$ cat src/rtl/prst_pkg.sv
// package for the reset and init state sequencer: bus carriers, map, reset values
// assumes a 32-bit apb master and one 100 mhz clock pclk
`default_nettype none
package prst_pkg;

	// apb carriers
	typedef struct packed {
		logic psel;
		logic penable;
		logic pwrite;
		logic [7:0] paddr;
		logic [31:0] pwdata;
	} prst_apb_req_t;

	typedef struct packed {
		logic [31:0] prdata;
		logic pready;
		logic pslverr;
	} prst_apb_rsp_t;

	// hidden segment attributes
	typedef struct packed {
		logic g;
		logic db;
		logic l;
		logic p;
		logic [1:0] dpl;
		logic s;
		logic [3:0] typ;
	} prst_seg_attr_t;

	// sequencer states, one-hot
	typedef enum logic [4:0] {
		S_HOLD = 5'b00001,
		S_HARD = 5'b00010,
		S_TEST = 5'b00100,
		S_INIT = 5'b01000,
		S_RUN  = 5'b10000
	} prst_fsm_t;

	// register byte offsets
	localparam logic [7:0] OFS_CTRL = 8'h00;
	localparam logic [7:0] OFS_ACC = 8'h04;
	localparam logic [7:0] OFS_IDR = 8'h08;
	localparam logic [7:0] OFS_SCW_LO = 8'h0c;
	localparam logic [7:0] OFS_SCW_HI = 8'h10;
	localparam logic [7:0] OFS_FLAGS = 8'h14;
	localparam logic [7:0] OFS_EXTENDED_FEATURES_REG = 8'h18;
	localparam logic [7:0] OFS_NFP = 8'h1c;
	localparam logic [7:0] OFS_CSSEL = 8'h20;
	localparam logic [7:0] OFS_CSBASE = 8'h24;
	localparam logic [7:0] OFS_FETCH = 8'h28;
	localparam logic [7:0] OFS_BPS = 8'h2c;
	localparam logic [7:0] OFS_BPC = 8'h30;
	localparam logic [7:0] OFS_FPCS = 8'h34;
	localparam logic [7:0] OFS_FTW = 8'h38;
	localparam logic [7:0] OFS_VCS = 8'h3c;
	localparam logic [7:0] OFS_SMB = 8'h40;
	localparam logic [7:0] OFS_TSC_LO = 8'h44;
	localparam logic [7:0] OFS_TSC_HI = 8'h48;
	localparam logic [7:0] OFS_MTYPE = 8'h4c;
	localparam logic [7:0] OFS_ATTR_CD = 8'h50;
	localparam logic [7:0] OFS_ATTR_LT = 8'h54;

	// control register fields
	localparam int CTRL_MULT_LSB = 0;
	localparam int CLK_MULT_W = 4;
	localparam int CTRL_RUN_BIT = 8;
	localparam int CTRL_FAIL_BIT = 9;
	localparam int CTRL_STEN_BIT = 10;
	localparam int CTRL_FSM_LSB = 11;

	// system control word fields
	localparam int CD_BIT = 30;
	localparam int NW_BIT = 29;
	localparam logic [63:0] CDNW_MASK = 64'h0000_0000_6000_0000;
	localparam logic [63:0] SCW_INIT_SET = 64'h0000_0000_0000_0010;

	// reset values
	localparam logic [63:0] SCW_RST = 64'h0000_0000_6000_0010;
	localparam logic [31:0] FLAGS_RST = 32'h0000_0002;
	localparam logic [31:0] EXTENDED_FEATURES_REG_RST = 32'h0000_0000;
	localparam logic [31:0] NFP_RST = 32'h0000_fff0;
	localparam logic [15:0] CS_SEL_RST = 16'hf000;
	localparam logic [31:0] CS_BASE_RST = 32'hffff_0000;
	localparam logic [31:0] BPS_RST = 32'hffff_0ff0;
	localparam logic [31:0] BPC_RST = 32'h0000_0400;
	localparam logic [15:0] FCW_RST = 16'h0040;
	localparam logic [15:0] FSW_RST = 16'h0000;
	localparam logic [15:0] FTW_RST = 16'h5555;
	localparam logic [31:0] VCS_RST = 32'h0000_1f80;
	localparam logic [31:0] SMB_RST = 32'h0003_0000;
	localparam logic [31:0] MTYPE_RST = 32'h0000_0000;
	localparam logic [31:0] TEST_FAIL_CODE = 32'h0000_0001;
	localparam logic [31:0] FETCH_FIRST = 32'hffff_fff0;

	// attributes: byte granular, 16-bit, present, privilege 0
	localparam prst_seg_attr_t ATTR_CODE = 11'b0_0_0_1_00_1_1010;
	localparam prst_seg_attr_t ATTR_DATA = 11'b0_0_0_1_00_1_0010;
	localparam prst_seg_attr_t ATTR_LDT = 11'b0_0_0_1_00_0_0010;
	localparam prst_seg_attr_t ATTR_TSS = 11'b0_0_0_1_00_0_0011;

endpackage
`default_nettype wire

$ cat src/rtl/prst_selftest.sv
// array self-test engine: writes a pattern through an array, reads it back
// assumes start is a one-cycle pulse from the sequencer in the same clock domain
`default_nettype none
module prst_selftest #(
	parameter int unsigned DEPTH = 256,
	parameter int unsigned W = 16
) (
	// clock and reset
	input wire logic pclk,
	input wire logic presetn,
	// control
	input wire logic start,
	input wire logic fault_inj,
	// result
	output logic done,
	output logic fail
);
	import prst_pkg::*;

	localparam int unsigned AW = $clog2(DEPTH);
	localparam logic [AW-1:0] LAST = AW'(DEPTH - 1);

	typedef enum logic [2:0] {
		T_IDLE = 3'b001,
		T_WR = 3'b010,
		T_RD = 3'b100
	} prst_tphase_t;

	typedef struct packed {
		prst_tphase_t ph;
		logic [AW-1:0] addr;
		logic chk;
		logic [AW-1:0] chk_addr;
		logic fail;
		logic done;
	} prst_tst_t;

	prst_tst_t q, d;
	// stands in for tag, data, translation, rom and predictor arrays
	logic [W-1:0] mem [DEPTH];
	logic [W-1:0] rdat;

	function automatic logic [W-1:0] pat(input logic [AW-1:0] a);
		pat = ~W'(a);
	endfunction

	// march: one write pass, one read-compare pass
	always_comb begin
		d = q;
		d.done = 1'b0;
		d.chk = 1'b0;
		if (q.chk && rdat != pat(q.chk_addr)) begin
			d.fail = 1'b1;
		end
		if (q.chk && q.chk_addr == LAST) begin
			d.done = 1'b1;
		end
		case (q.ph)
			T_IDLE: begin
				if (start) begin
					d.ph = T_WR;
					d.addr = '0;
					d.fail = 1'b0;
				end
			end
			T_WR: begin
				d.addr = q.addr + AW'(1);
				if (q.addr == LAST) begin
					d.ph = T_RD;
					d.addr = '0;
				end
			end
			T_RD: begin
				d.chk = 1'b1;
				d.chk_addr = q.addr;
				d.addr = q.addr + AW'(1);
				if (q.addr == LAST) begin
					d.ph = T_IDLE;
				end
			end
			default: d.ph = T_IDLE;
		endcase
	end

	// array port, no reset on the storage
	always_ff @(posedge pclk) begin
		if (q.ph == T_WR) begin
			mem[q.addr] <= pat(q.addr) ^ W'(fault_inj);
		end
		rdat <= mem[q.addr];
	end

	always_ff @(posedge pclk or negedge presetn) begin
		if (!presetn) begin
			q <= '{ph: T_IDLE, addr: '0, chk: 1'b0, chk_addr: '0, fail: 1'b0, done: 1'b0};
		end else begin
			q <= d;
		end
	end

	assign done = q.done;
	assign fail = q.fail;

endmodule // prst_selftest
`default_nettype wire

$ cat src/rtl/prst_top.sv
// reset and init state sequencer with apb register access
// assumes hard_rst_n and init_req are synchronous to pclk; pclk is the core clock
// Contract
// - both events give real mode, known state
// - init keeps caches, media, x87, ranges, machine-check
// - init touches some model registers only
// - self-test runs only under hard reset
// - hard reset at power-up, both later
// - accumulator zero on pass, non-zero on fault; an init held pending through the test clears it
// - self-test walks the internal arrays
// - execution waits for self-test completion
// - core clock is selectable system multiple
// - hard reset loads control word; init keeps cache pair
// - init sets bit 4, clears the rest except the cache pair
// - pointer and code segment same for both
// - hidden attributes fixed per segment kind
// - identification result loaded after reset
// - hard reset loads fp, media state
// - hard reset invalidates caches and buffers
// - hard reset loads save base only
// - first fetch at top, base until reload
// - stamp counter cleared, counts, init keeps
`default_nettype none
module prst_top #(
	parameter logic [31:0] ID_VALUE = 32'h0001_0f21, // arbitrary identity value
	parameter logic [3:0] CLK_MULT_DEF = 4'h4,
	parameter int unsigned TEST_DEPTH = 256
) (
	// clock and reset
	input wire logic pclk,
	input wire logic presetn,
	// apb
	input wire prst_pkg::prst_apb_req_t apb_req,
	output prst_pkg::prst_apb_rsp_t apb_rsp,
	// system signalling
	input wire logic hard_rst_n,
	input wire logic init_req,
	input wire logic self_test_en,
	input wire logic self_test_fault,
	// core side
	output logic core_run,
	output logic [31:0] fetch_addr,
	output logic [3:0] clk_mult,
	output logic cache_inval,
	output logic media_clear,
	output logic test_busy
);
	import prst_pkg::*;

	typedef struct packed {
		prst_fsm_t fsm;
		logic pend_init;
		logic st_en;
		logic st_start;
		logic st_fail;
		logic [63:0] scw;
		logic [31:0] flags;
		logic [31:0] extended_features_reg;
		logic [31:0] nfp;
		logic [15:0] cs_sel;
		logic [31:0] cs_base;
		logic [31:0] fetch;
		logic [31:0] bps;
		logic [31:0] bpc;
		logic [15:0] fcw;
		logic [15:0] fsw;
		logic [15:0] ftw;
		logic [31:0] vcs;
		logic [31:0] smb;
		logic [63:0] cycle_stamp_counter;
		logic [31:0] acc;
		logic [31:0] idr;
		logic [31:0] mtype;
		logic [3:0] mult;
		logic run;
		logic cache_inv;
		logic media_clr;
		logic busy;
		prst_apb_rsp_t rsp;
	} prst_top_st_t;

	prst_top_st_t q, d;
	logic st_done;
	logic st_fail;

	// array self-test engine
	prst_selftest #(
		.DEPTH(TEST_DEPTH),
		.W(16)
	) u_test (
		.pclk(pclk),
		.presetn(presetn),
		.start(q.st_start),
		.fault_inj(self_test_fault),
		.done(st_done),
		.fail(st_fail)
	);

	// read mux, bit 32 flags an unmapped offset
	function automatic logic [32:0] rd_word(input prst_top_st_t s, input logic [7:0] a);
		rd_word = 33'h0_0000_0000;
		case (a)
			OFS_CTRL: begin
				rd_word[CTRL_MULT_LSB +: CLK_MULT_W] = s.mult;
				rd_word[CTRL_RUN_BIT] = s.run;
				rd_word[CTRL_FAIL_BIT] = s.st_fail;
				rd_word[CTRL_STEN_BIT] = s.st_en;
				rd_word[CTRL_FSM_LSB +: 5] = s.fsm;
			end
			OFS_ACC: rd_word[31:0] = s.acc;
			OFS_IDR: rd_word[31:0] = s.idr;
			OFS_SCW_LO: rd_word[31:0] = s.scw[31:0];
			OFS_SCW_HI: rd_word[31:0] = s.scw[63:32];
			OFS_FLAGS: rd_word[31:0] = s.flags;
			OFS_EXTENDED_FEATURES_REG: rd_word[31:0] = s.extended_features_reg;
			OFS_NFP: rd_word[31:0] = s.nfp;
			OFS_CSSEL: rd_word[15:0] = s.cs_sel;
			OFS_CSBASE: rd_word[31:0] = s.cs_base;
			OFS_FETCH: rd_word[31:0] = s.fetch;
			OFS_BPS: rd_word[31:0] = s.bps;
			OFS_BPC: rd_word[31:0] = s.bpc;
			OFS_FPCS: rd_word[31:0] = {s.fsw, s.fcw};
			OFS_FTW: rd_word[15:0] = s.ftw;
			OFS_VCS: rd_word[31:0] = s.vcs;
			OFS_SMB: rd_word[31:0] = s.smb;
			OFS_TSC_LO: rd_word[31:0] = s.cycle_stamp_counter[31:0];
			OFS_TSC_HI: rd_word[31:0] = s.cycle_stamp_counter[63:32];
			OFS_MTYPE: rd_word[31:0] = s.mtype;
			OFS_ATTR_CD: rd_word[31:0] = {5'h00, ATTR_DATA, 5'h00, ATTR_CODE};
			OFS_ATTR_LT: rd_word[31:0] = {5'h00, ATTR_TSS, 5'h00, ATTR_LDT};
			default: rd_word[32] = 1'b1;
		endcase
	endfunction

	// bus, sequencer and architectural state
	always_comb begin
		logic [32:0] rw;
		rw = rd_word(q, apb_req.paddr);
		d = q;
		d.cycle_stamp_counter = q.cycle_stamp_counter + 64'h1; // one count per core clock
		d.st_start = 1'b0;
		d.cache_inv = 1'b0;
		d.media_clr = 1'b0;
		d.rsp.pready = 1'b0;
		d.rsp.pslverr = 1'b0;
		// first access cycle: fetch data, answer next edge
		if (apb_req.psel && apb_req.penable && !q.rsp.pready) begin
			d.rsp.pready = 1'b1;
			d.rsp.pslverr = rw[32];
			d.rsp.prdata = rw[31:0];
		end
		// write takes effect on the edge that sees pready
		// a load further down overrides a write of the same cycle
		if (apb_req.psel && apb_req.penable && q.rsp.pready && apb_req.pwrite) begin
			case (apb_req.paddr)
				OFS_CTRL: d.mult = apb_req.pwdata[CTRL_MULT_LSB +: CLK_MULT_W];
				OFS_SCW_LO: d.scw[31:0] = apb_req.pwdata;
				OFS_SCW_HI: d.scw[63:32] = apb_req.pwdata;
				OFS_FLAGS: d.flags = apb_req.pwdata;
				OFS_EXTENDED_FEATURES_REG: d.extended_features_reg = apb_req.pwdata;
				OFS_NFP: d.nfp = apb_req.pwdata;
				OFS_CSSEL: begin
					d.cs_sel = apb_req.pwdata[15:0];
					d.cs_base = {12'h000, apb_req.pwdata[15:0], 4'h0}; // reload ends top base
				end
				OFS_BPS: d.bps = apb_req.pwdata;
				OFS_BPC: d.bpc = apb_req.pwdata;
				OFS_FPCS: {d.fsw, d.fcw} = apb_req.pwdata;
				OFS_FTW: d.ftw = apb_req.pwdata[15:0];
				OFS_VCS: d.vcs = apb_req.pwdata;
				OFS_SMB: d.smb = apb_req.pwdata;
				OFS_TSC_LO: d.cycle_stamp_counter[31:0] = apb_req.pwdata;
				OFS_TSC_HI: d.cycle_stamp_counter[63:32] = apb_req.pwdata;
				OFS_MTYPE: d.mtype = apb_req.pwdata;
				default: d.mult = q.mult;
			endcase
		end
		case (q.fsm)
			// held in reset until the pin releases
			S_HOLD: begin
				if (hard_rst_n) begin
					d.fsm = S_HARD;
				end
			end
			// full load of every resource except the clock multiple and the fail flag
			S_HARD: begin
				d.scw = SCW_RST; // real mode, caches off
				d.fcw = FCW_RST;
				d.fsw = FSW_RST;
				d.ftw = FTW_RST;
				d.vcs = VCS_RST;
				d.media_clr = 1'b1; // stack and vector registers clear
				d.cache_inv = 1'b1; // caches and translation buffers
				d.smb = SMB_RST;
				d.cycle_stamp_counter = 64'h0;
				d.mtype = MTYPE_RST; // range default cleared
				d.st_en = self_test_en; // strap caught after release
				if (self_test_en) begin
					d.st_start = 1'b1; // only path that starts the
					d.fsm = S_TEST;
				end else begin
					d.fsm = S_RUN;
				end
			end
			// wait out the self-test; an init is kept pending
			S_TEST: begin
				if (init_req) begin
					d.pend_init = 1'b1;
				end
				if (st_done) begin
					d.st_fail = st_fail;
					d.acc = st_fail ? TEST_FAIL_CODE : 32'h0;
					d.fsm = (q.pend_init || init_req) ? S_INIT : S_RUN;
				end
			end
			// partial load; caches, fp, media, ranges untouched
			S_INIT: begin
				d.scw = (q.scw & CDNW_MASK) | SCW_INIT_SET;
				d.pend_init = 1'b0;
				d.acc = 32'h0;
				d.fsm = S_RUN;
			end
			S_RUN: begin
				if (init_req) begin
					d.fsm = S_INIT; // init accepted in run; during self-test it is held pending
				end
			end
			default: d.fsm = S_HOLD;
		endcase
		// common part of both loads, same values
		if (q.fsm == S_HARD || q.fsm == S_INIT) begin
			d.flags = FLAGS_RST;
			d.extended_features_reg = EXTENDED_FEATURES_REG_RST; // model register that init does touch
			d.nfp = NFP_RST;
			d.cs_sel = CS_SEL_RST;
			d.cs_base = CS_BASE_RST;
			d.bps = BPS_RST;
			d.bpc = BPC_RST;
			d.idr = ID_VALUE;
			if (q.fsm == S_HARD) begin
				d.acc = 32'h0;
			end
		end
		// the pin overrides the next state, a pending init is dropped
		if (!hard_rst_n) begin
			d.fsm = S_HOLD;
			d.pend_init = 1'b0;
		end
		d.fetch = d.cs_base + d.nfp;
		d.run = (d.fsm == S_RUN);
		// busy flag registered so the pin comes from a flop
		d.busy = (d.fsm == S_TEST);
	end

	// state register; power-up enters the hard reset path
	always_ff @(posedge pclk or negedge presetn) begin
		if (!presetn) begin
			q <= '0;
			q.fsm <= S_HOLD;
			q.mult <= CLK_MULT_DEF;
		end else begin
			q <= d;
		end
	end

	// outputs straight from the state register
	assign apb_rsp = q.rsp;
	assign core_run = q.run;
	assign fetch_addr = q.fetch;
	assign clk_mult = q.mult;
	assign cache_inval = q.cache_inv;
	assign media_clear = q.media_clr;
	assign test_busy = q.busy;
endmodule // prst_top
`default_nettype wire

$ cat config.mk
export PLATFORM = sky130hd
export DESIGN_NAME = prst_top
export DESIGN_NICKNAME = d
export VERILOG_FILES = /design/src/rtl/prst_pkg.sv /design/src/rtl/prst_selftest.sv /design/src/rtl/prst_top.sv
export SDC_FILE = /design/constraint.sdc
export NUM_CORES = 2
export LEC_CHECK = 0
export BUFFER_PORTS_ARGS = -buffer_cell sky130_fd_sc_hd__buf_2
export CAP_MARGIN = 20
export CORE_UTILIZATION = 45
export DETAILED_ROUTE_END_ITERATION = 16
export RECOVER_POWER = 25
export SLEW_MARGIN = 20
export SYNTH_ARGS = -nofsm -noshare
export SYNTH_HDL_FRONTEND = slang
export SYNTH_SLANG_ARGS = --single-unit
$ cat constraint.sdc
create_clock -name pclk -period 27.7 [get_ports pclk]
set_input_delay 2.77 -clock pclk [delete_from_list [all_inputs] [get_ports pclk]]
set_output_delay 2.77 -clock pclk [all_outputs]
set_load 0.01 [all_outputs]
==> impl_metrics.env <==
export IMPL_status="finished with violations"
export IMPL_violations="capacitance limit, slew limit"
export IMPL_avgViaCountPerCell=6.363
export IMPL_rows=181
export IMPL_synthArstFlopShare_pct=23.08
export IMPL_die_y_um=496.3
export IMPL_clk_pin_slew_ps=60
export IMPL_path_buf_inv=1
export IMPL_grt_setup_unrepaired="no"
export IMPL_crit_family="buffers and inverters"
export IMPL_power_leakage_uw=0.04654
export IMPL_place_congestion=1.001
export IMPL_endpoint_kind="flop"
export IMPL_syn_area_um2=109900
export IMPL_synthesis_nets=7037
export IMPL_finalWirelength_um=340200
export IMPL_drc_errors=0
export IMPL_vias=66010
export IMPL_drt_iter0_markers=8100
export IMPL_post_cts_resized_instances=0
export IMPL_skew_ps=79.77
export IMPL_fmaxAchievable_mhz=92.85
export IMPL_clock_path_buffers=4
export IMPL_path_max_fanout=164
export IMPL_max_stage_delay_ps=5170
export IMPL_firstDrtPassIters=6
export IMPL_syn_to_final_growth_pct=11.77
export IMPL_overflow=0
export IMPL_power_density_nw_per_um2=70.37
export IMPL_slew_headroom_pct=-296.3
export IMPL_numPortBuffers=122
export IMPL_htreeDepth=5
export IMPL_cp_arrival_ps=11290
export IMPL_path_cells="clkinvlp_2 > ha_1 > nand2_2 > nor2_1"
export IMPL_dpl_cell_area_um2=113400
export IMPL_hold_viol_final=0
export IMPL_netlist_instances=6951
export IMPL_final_cell_mix="2048 x edfxtp_1, 808 x nand2_1, 613 x dfrtp_1"
export IMPL_synthFlopType="edfxtp_1"
export IMPL_final_antenna_net_count=0
export IMPL_peakVddDrop_mv=0.09095
export IMPL_synth_seq_area_share_pct=70.13
export IMPL_grtUsageTotal_pct=27.51
export IMPL_slowest_stage="clkinvlp_2"
export IMPL_slew_violations=2033
export IMPL_die_w_um=496.3
export IMPL_finalSetupViolCount=0
export IMPL_fin_area_um2=122900
export IMPL_synth_edf_count=2048
export IMPL_die_area_um2=246300
export IMPL_ys_ff_latch=2673
export IMPL_cts_root_buf="clkbuf_16"
export IMPL_tightest_slew_ps=5913
export IMPL_maxCapViolCount=23
export IMPL_crit_type="flop to flop"
export IMPL_min_period_ps=10770
export IMPL_drive_gt1_share_pct=18.52
export IMPL_cts_hold_buf=0
export IMPL_cts_tree="built"
export IMPL_critPathLaunchType="flop"
export IMPL_grt_pass1_vias=65140
export IMPL_wl_per_cell_um=32.80
export IMPL_dp_hpwl_um=208100
export IMPL_cts_sinks=2673
export IMPL_nets=7041
export IMPL_cts_buffers=297
export IMPL_hold_path_class="flop to flop"
export IMPL_grt_first_pass_wirelength_um=484200
export IMPL_yosys_warnings=0
export IMPL_clock_latency_ps=950
export IMPL_cp_required_ps=28220
export IMPL_postCtsSetupBuffers=0
export IMPL_layout_commonest_cell="edfxtp_1"
export IMPL_finalSetupTns_ps=0
export IMPL_ys_types=85
export IMPL_finalCritPeriodShare_pct=38.88
export IMPL_syn_area_per_cell_um2=15.82
export IMPL_io_pins=123
export IMPL_core_um2=243000
export IMPL_grt_max_degree=166
export IMPL_initial_utilization_pct=45.24
export IMPL_antenna_found_initial=10
==> kinds of logic (layout without fill, tap and decap cells) <==
| group | count (synthesis) | in the layout | share of synthesized area [%] |
|---|---|---|---|
| adders and majority gates | 37 | 37 | 0.4279 |
| buffers and inverters | 607 | 820 | 2.582 |
| and+or+nand+nor | 1623 | 1623 | 6.371 |
| xor gates and xnor gates | 101 | 101 | 0.8047 |
| muxes | 610 | 610 | 11.49 |
| AOI/OAI and AO/OA | 1300 | 1300 | 8.192 |
| DFF | 2673 | 2673 | 70.13 |
| other | 0 | 7 | 0 |
==> synth_stat cells, types with 49 or more instances <==
cell | number | area share (%)
clkbuf_1 | 309 | 1.1
dfrtp_1 | 614 | 14
edfxtp_1 | 2048 | 56
mux2i_1 | 50 | 0.46
and3_1 | 61 | 0.35
a21oi_1 | 325 | 1.5
xnor2_1 | 61 | 0.49
buf_4 | 86 | 0.59
mux4_2 | 517 | 11
nand3_1 | 127 | 0.58
o21ai_0 | 163 | 0.74
buf_2 | 118 | 0.54
a22o_1 | 188 | 1.5
nor3_1 | 49 | 0.22
nor2_1 | 426 | 1.5
a221oi_1 | 96 | 0.76
nand2_1 | 824 | 2.8
a22oi_1 | 248 | 1.7
==> metrics by stage <==
| stage | instances | utilization [%] | setup slack (ps) | power, uW | hold WS (ps) |
|---|---|---|---|---|---|
| 4_1_cts | 10360 | 50.59 | 20670 | 8690 | 479.5 |
| 2_1_floorplan | 6951 | - | 16040 | 4658 | 442.3 |
| 6_report | 10370 | 50.57 | 16930 | 8646 | 474.4 |
| 5_1_grt | 10370 | 50.56 | 16320 | 8850 | 505.9 |
| 3_3_place_gp | 9855 | 46.64 | 19800 | 4788 | 455.5 |
| 3_5_place_dp | 9856 | 46.65 | 19750 | 4791 | 467.0 |
==> routing by layer <==
metal	vias to the layer above	global-route usage, %	routed length, um
li1	27160	-	-
met5	-	0	75
met1	34330	36.65	132100
met3	944	5.636	29530
met4	12	15.47	22280
met2	3570	42.35	156200
==> flip-flops by register name, indices dropped and copies added (netlist names) <==
register,count
u_test.rdat,8
u_test.done,1
apb_rsp,34
u_test.fail,1
u_test.q,20
q,522
cache_inval,1
fetch_addr,32
core_run,1
u_test.mem,2048
clk_mult,4
test_busy,1
==> area by class of cell <==
class                   instances  area (um2)
inverters                      35       141.4
flip-flops and latches       2673       77110
well taps                    3202        4006
diodes                          7       17.52
repair buffers                277        1787
clock buffers                 359        7953
clock inverters               149        1618
multi-input cells            3671       30240
fillers                     20060      120100
==> path summary, 6_finish.rpt <==
| check | start | to | slack [ps] | cells past startpoint |
|---|---|---|---|---|
| min in group asynchronous | presetn | q[129] | 2490 | 1 |
| hold / removal | apb_rsp[21] | apb_rsp[21] | 470 | 1 |
| setup reg to reg | u_test.q[12] | u_test.mem[229][7] | 16930 | 4 |
| max in group asynchronous | presetn | q[467] | 18310 | 4 |
| hold reg to reg | apb_rsp[21] | apb_rsp[21] | 470 | 1 |
| setup / recovery | u_test.q[12] | u_test.mem[229][7] | 16930 | 4 |
==> report_power, final <==
group          switching [uW]  internal [uW]  leakage, uW
logic                     248            115       0.0103
registers                34.6           4310       0.0316
clock network            1590           2350      0.00466
No activity file was read; power rests on OpenSTA's default activity.
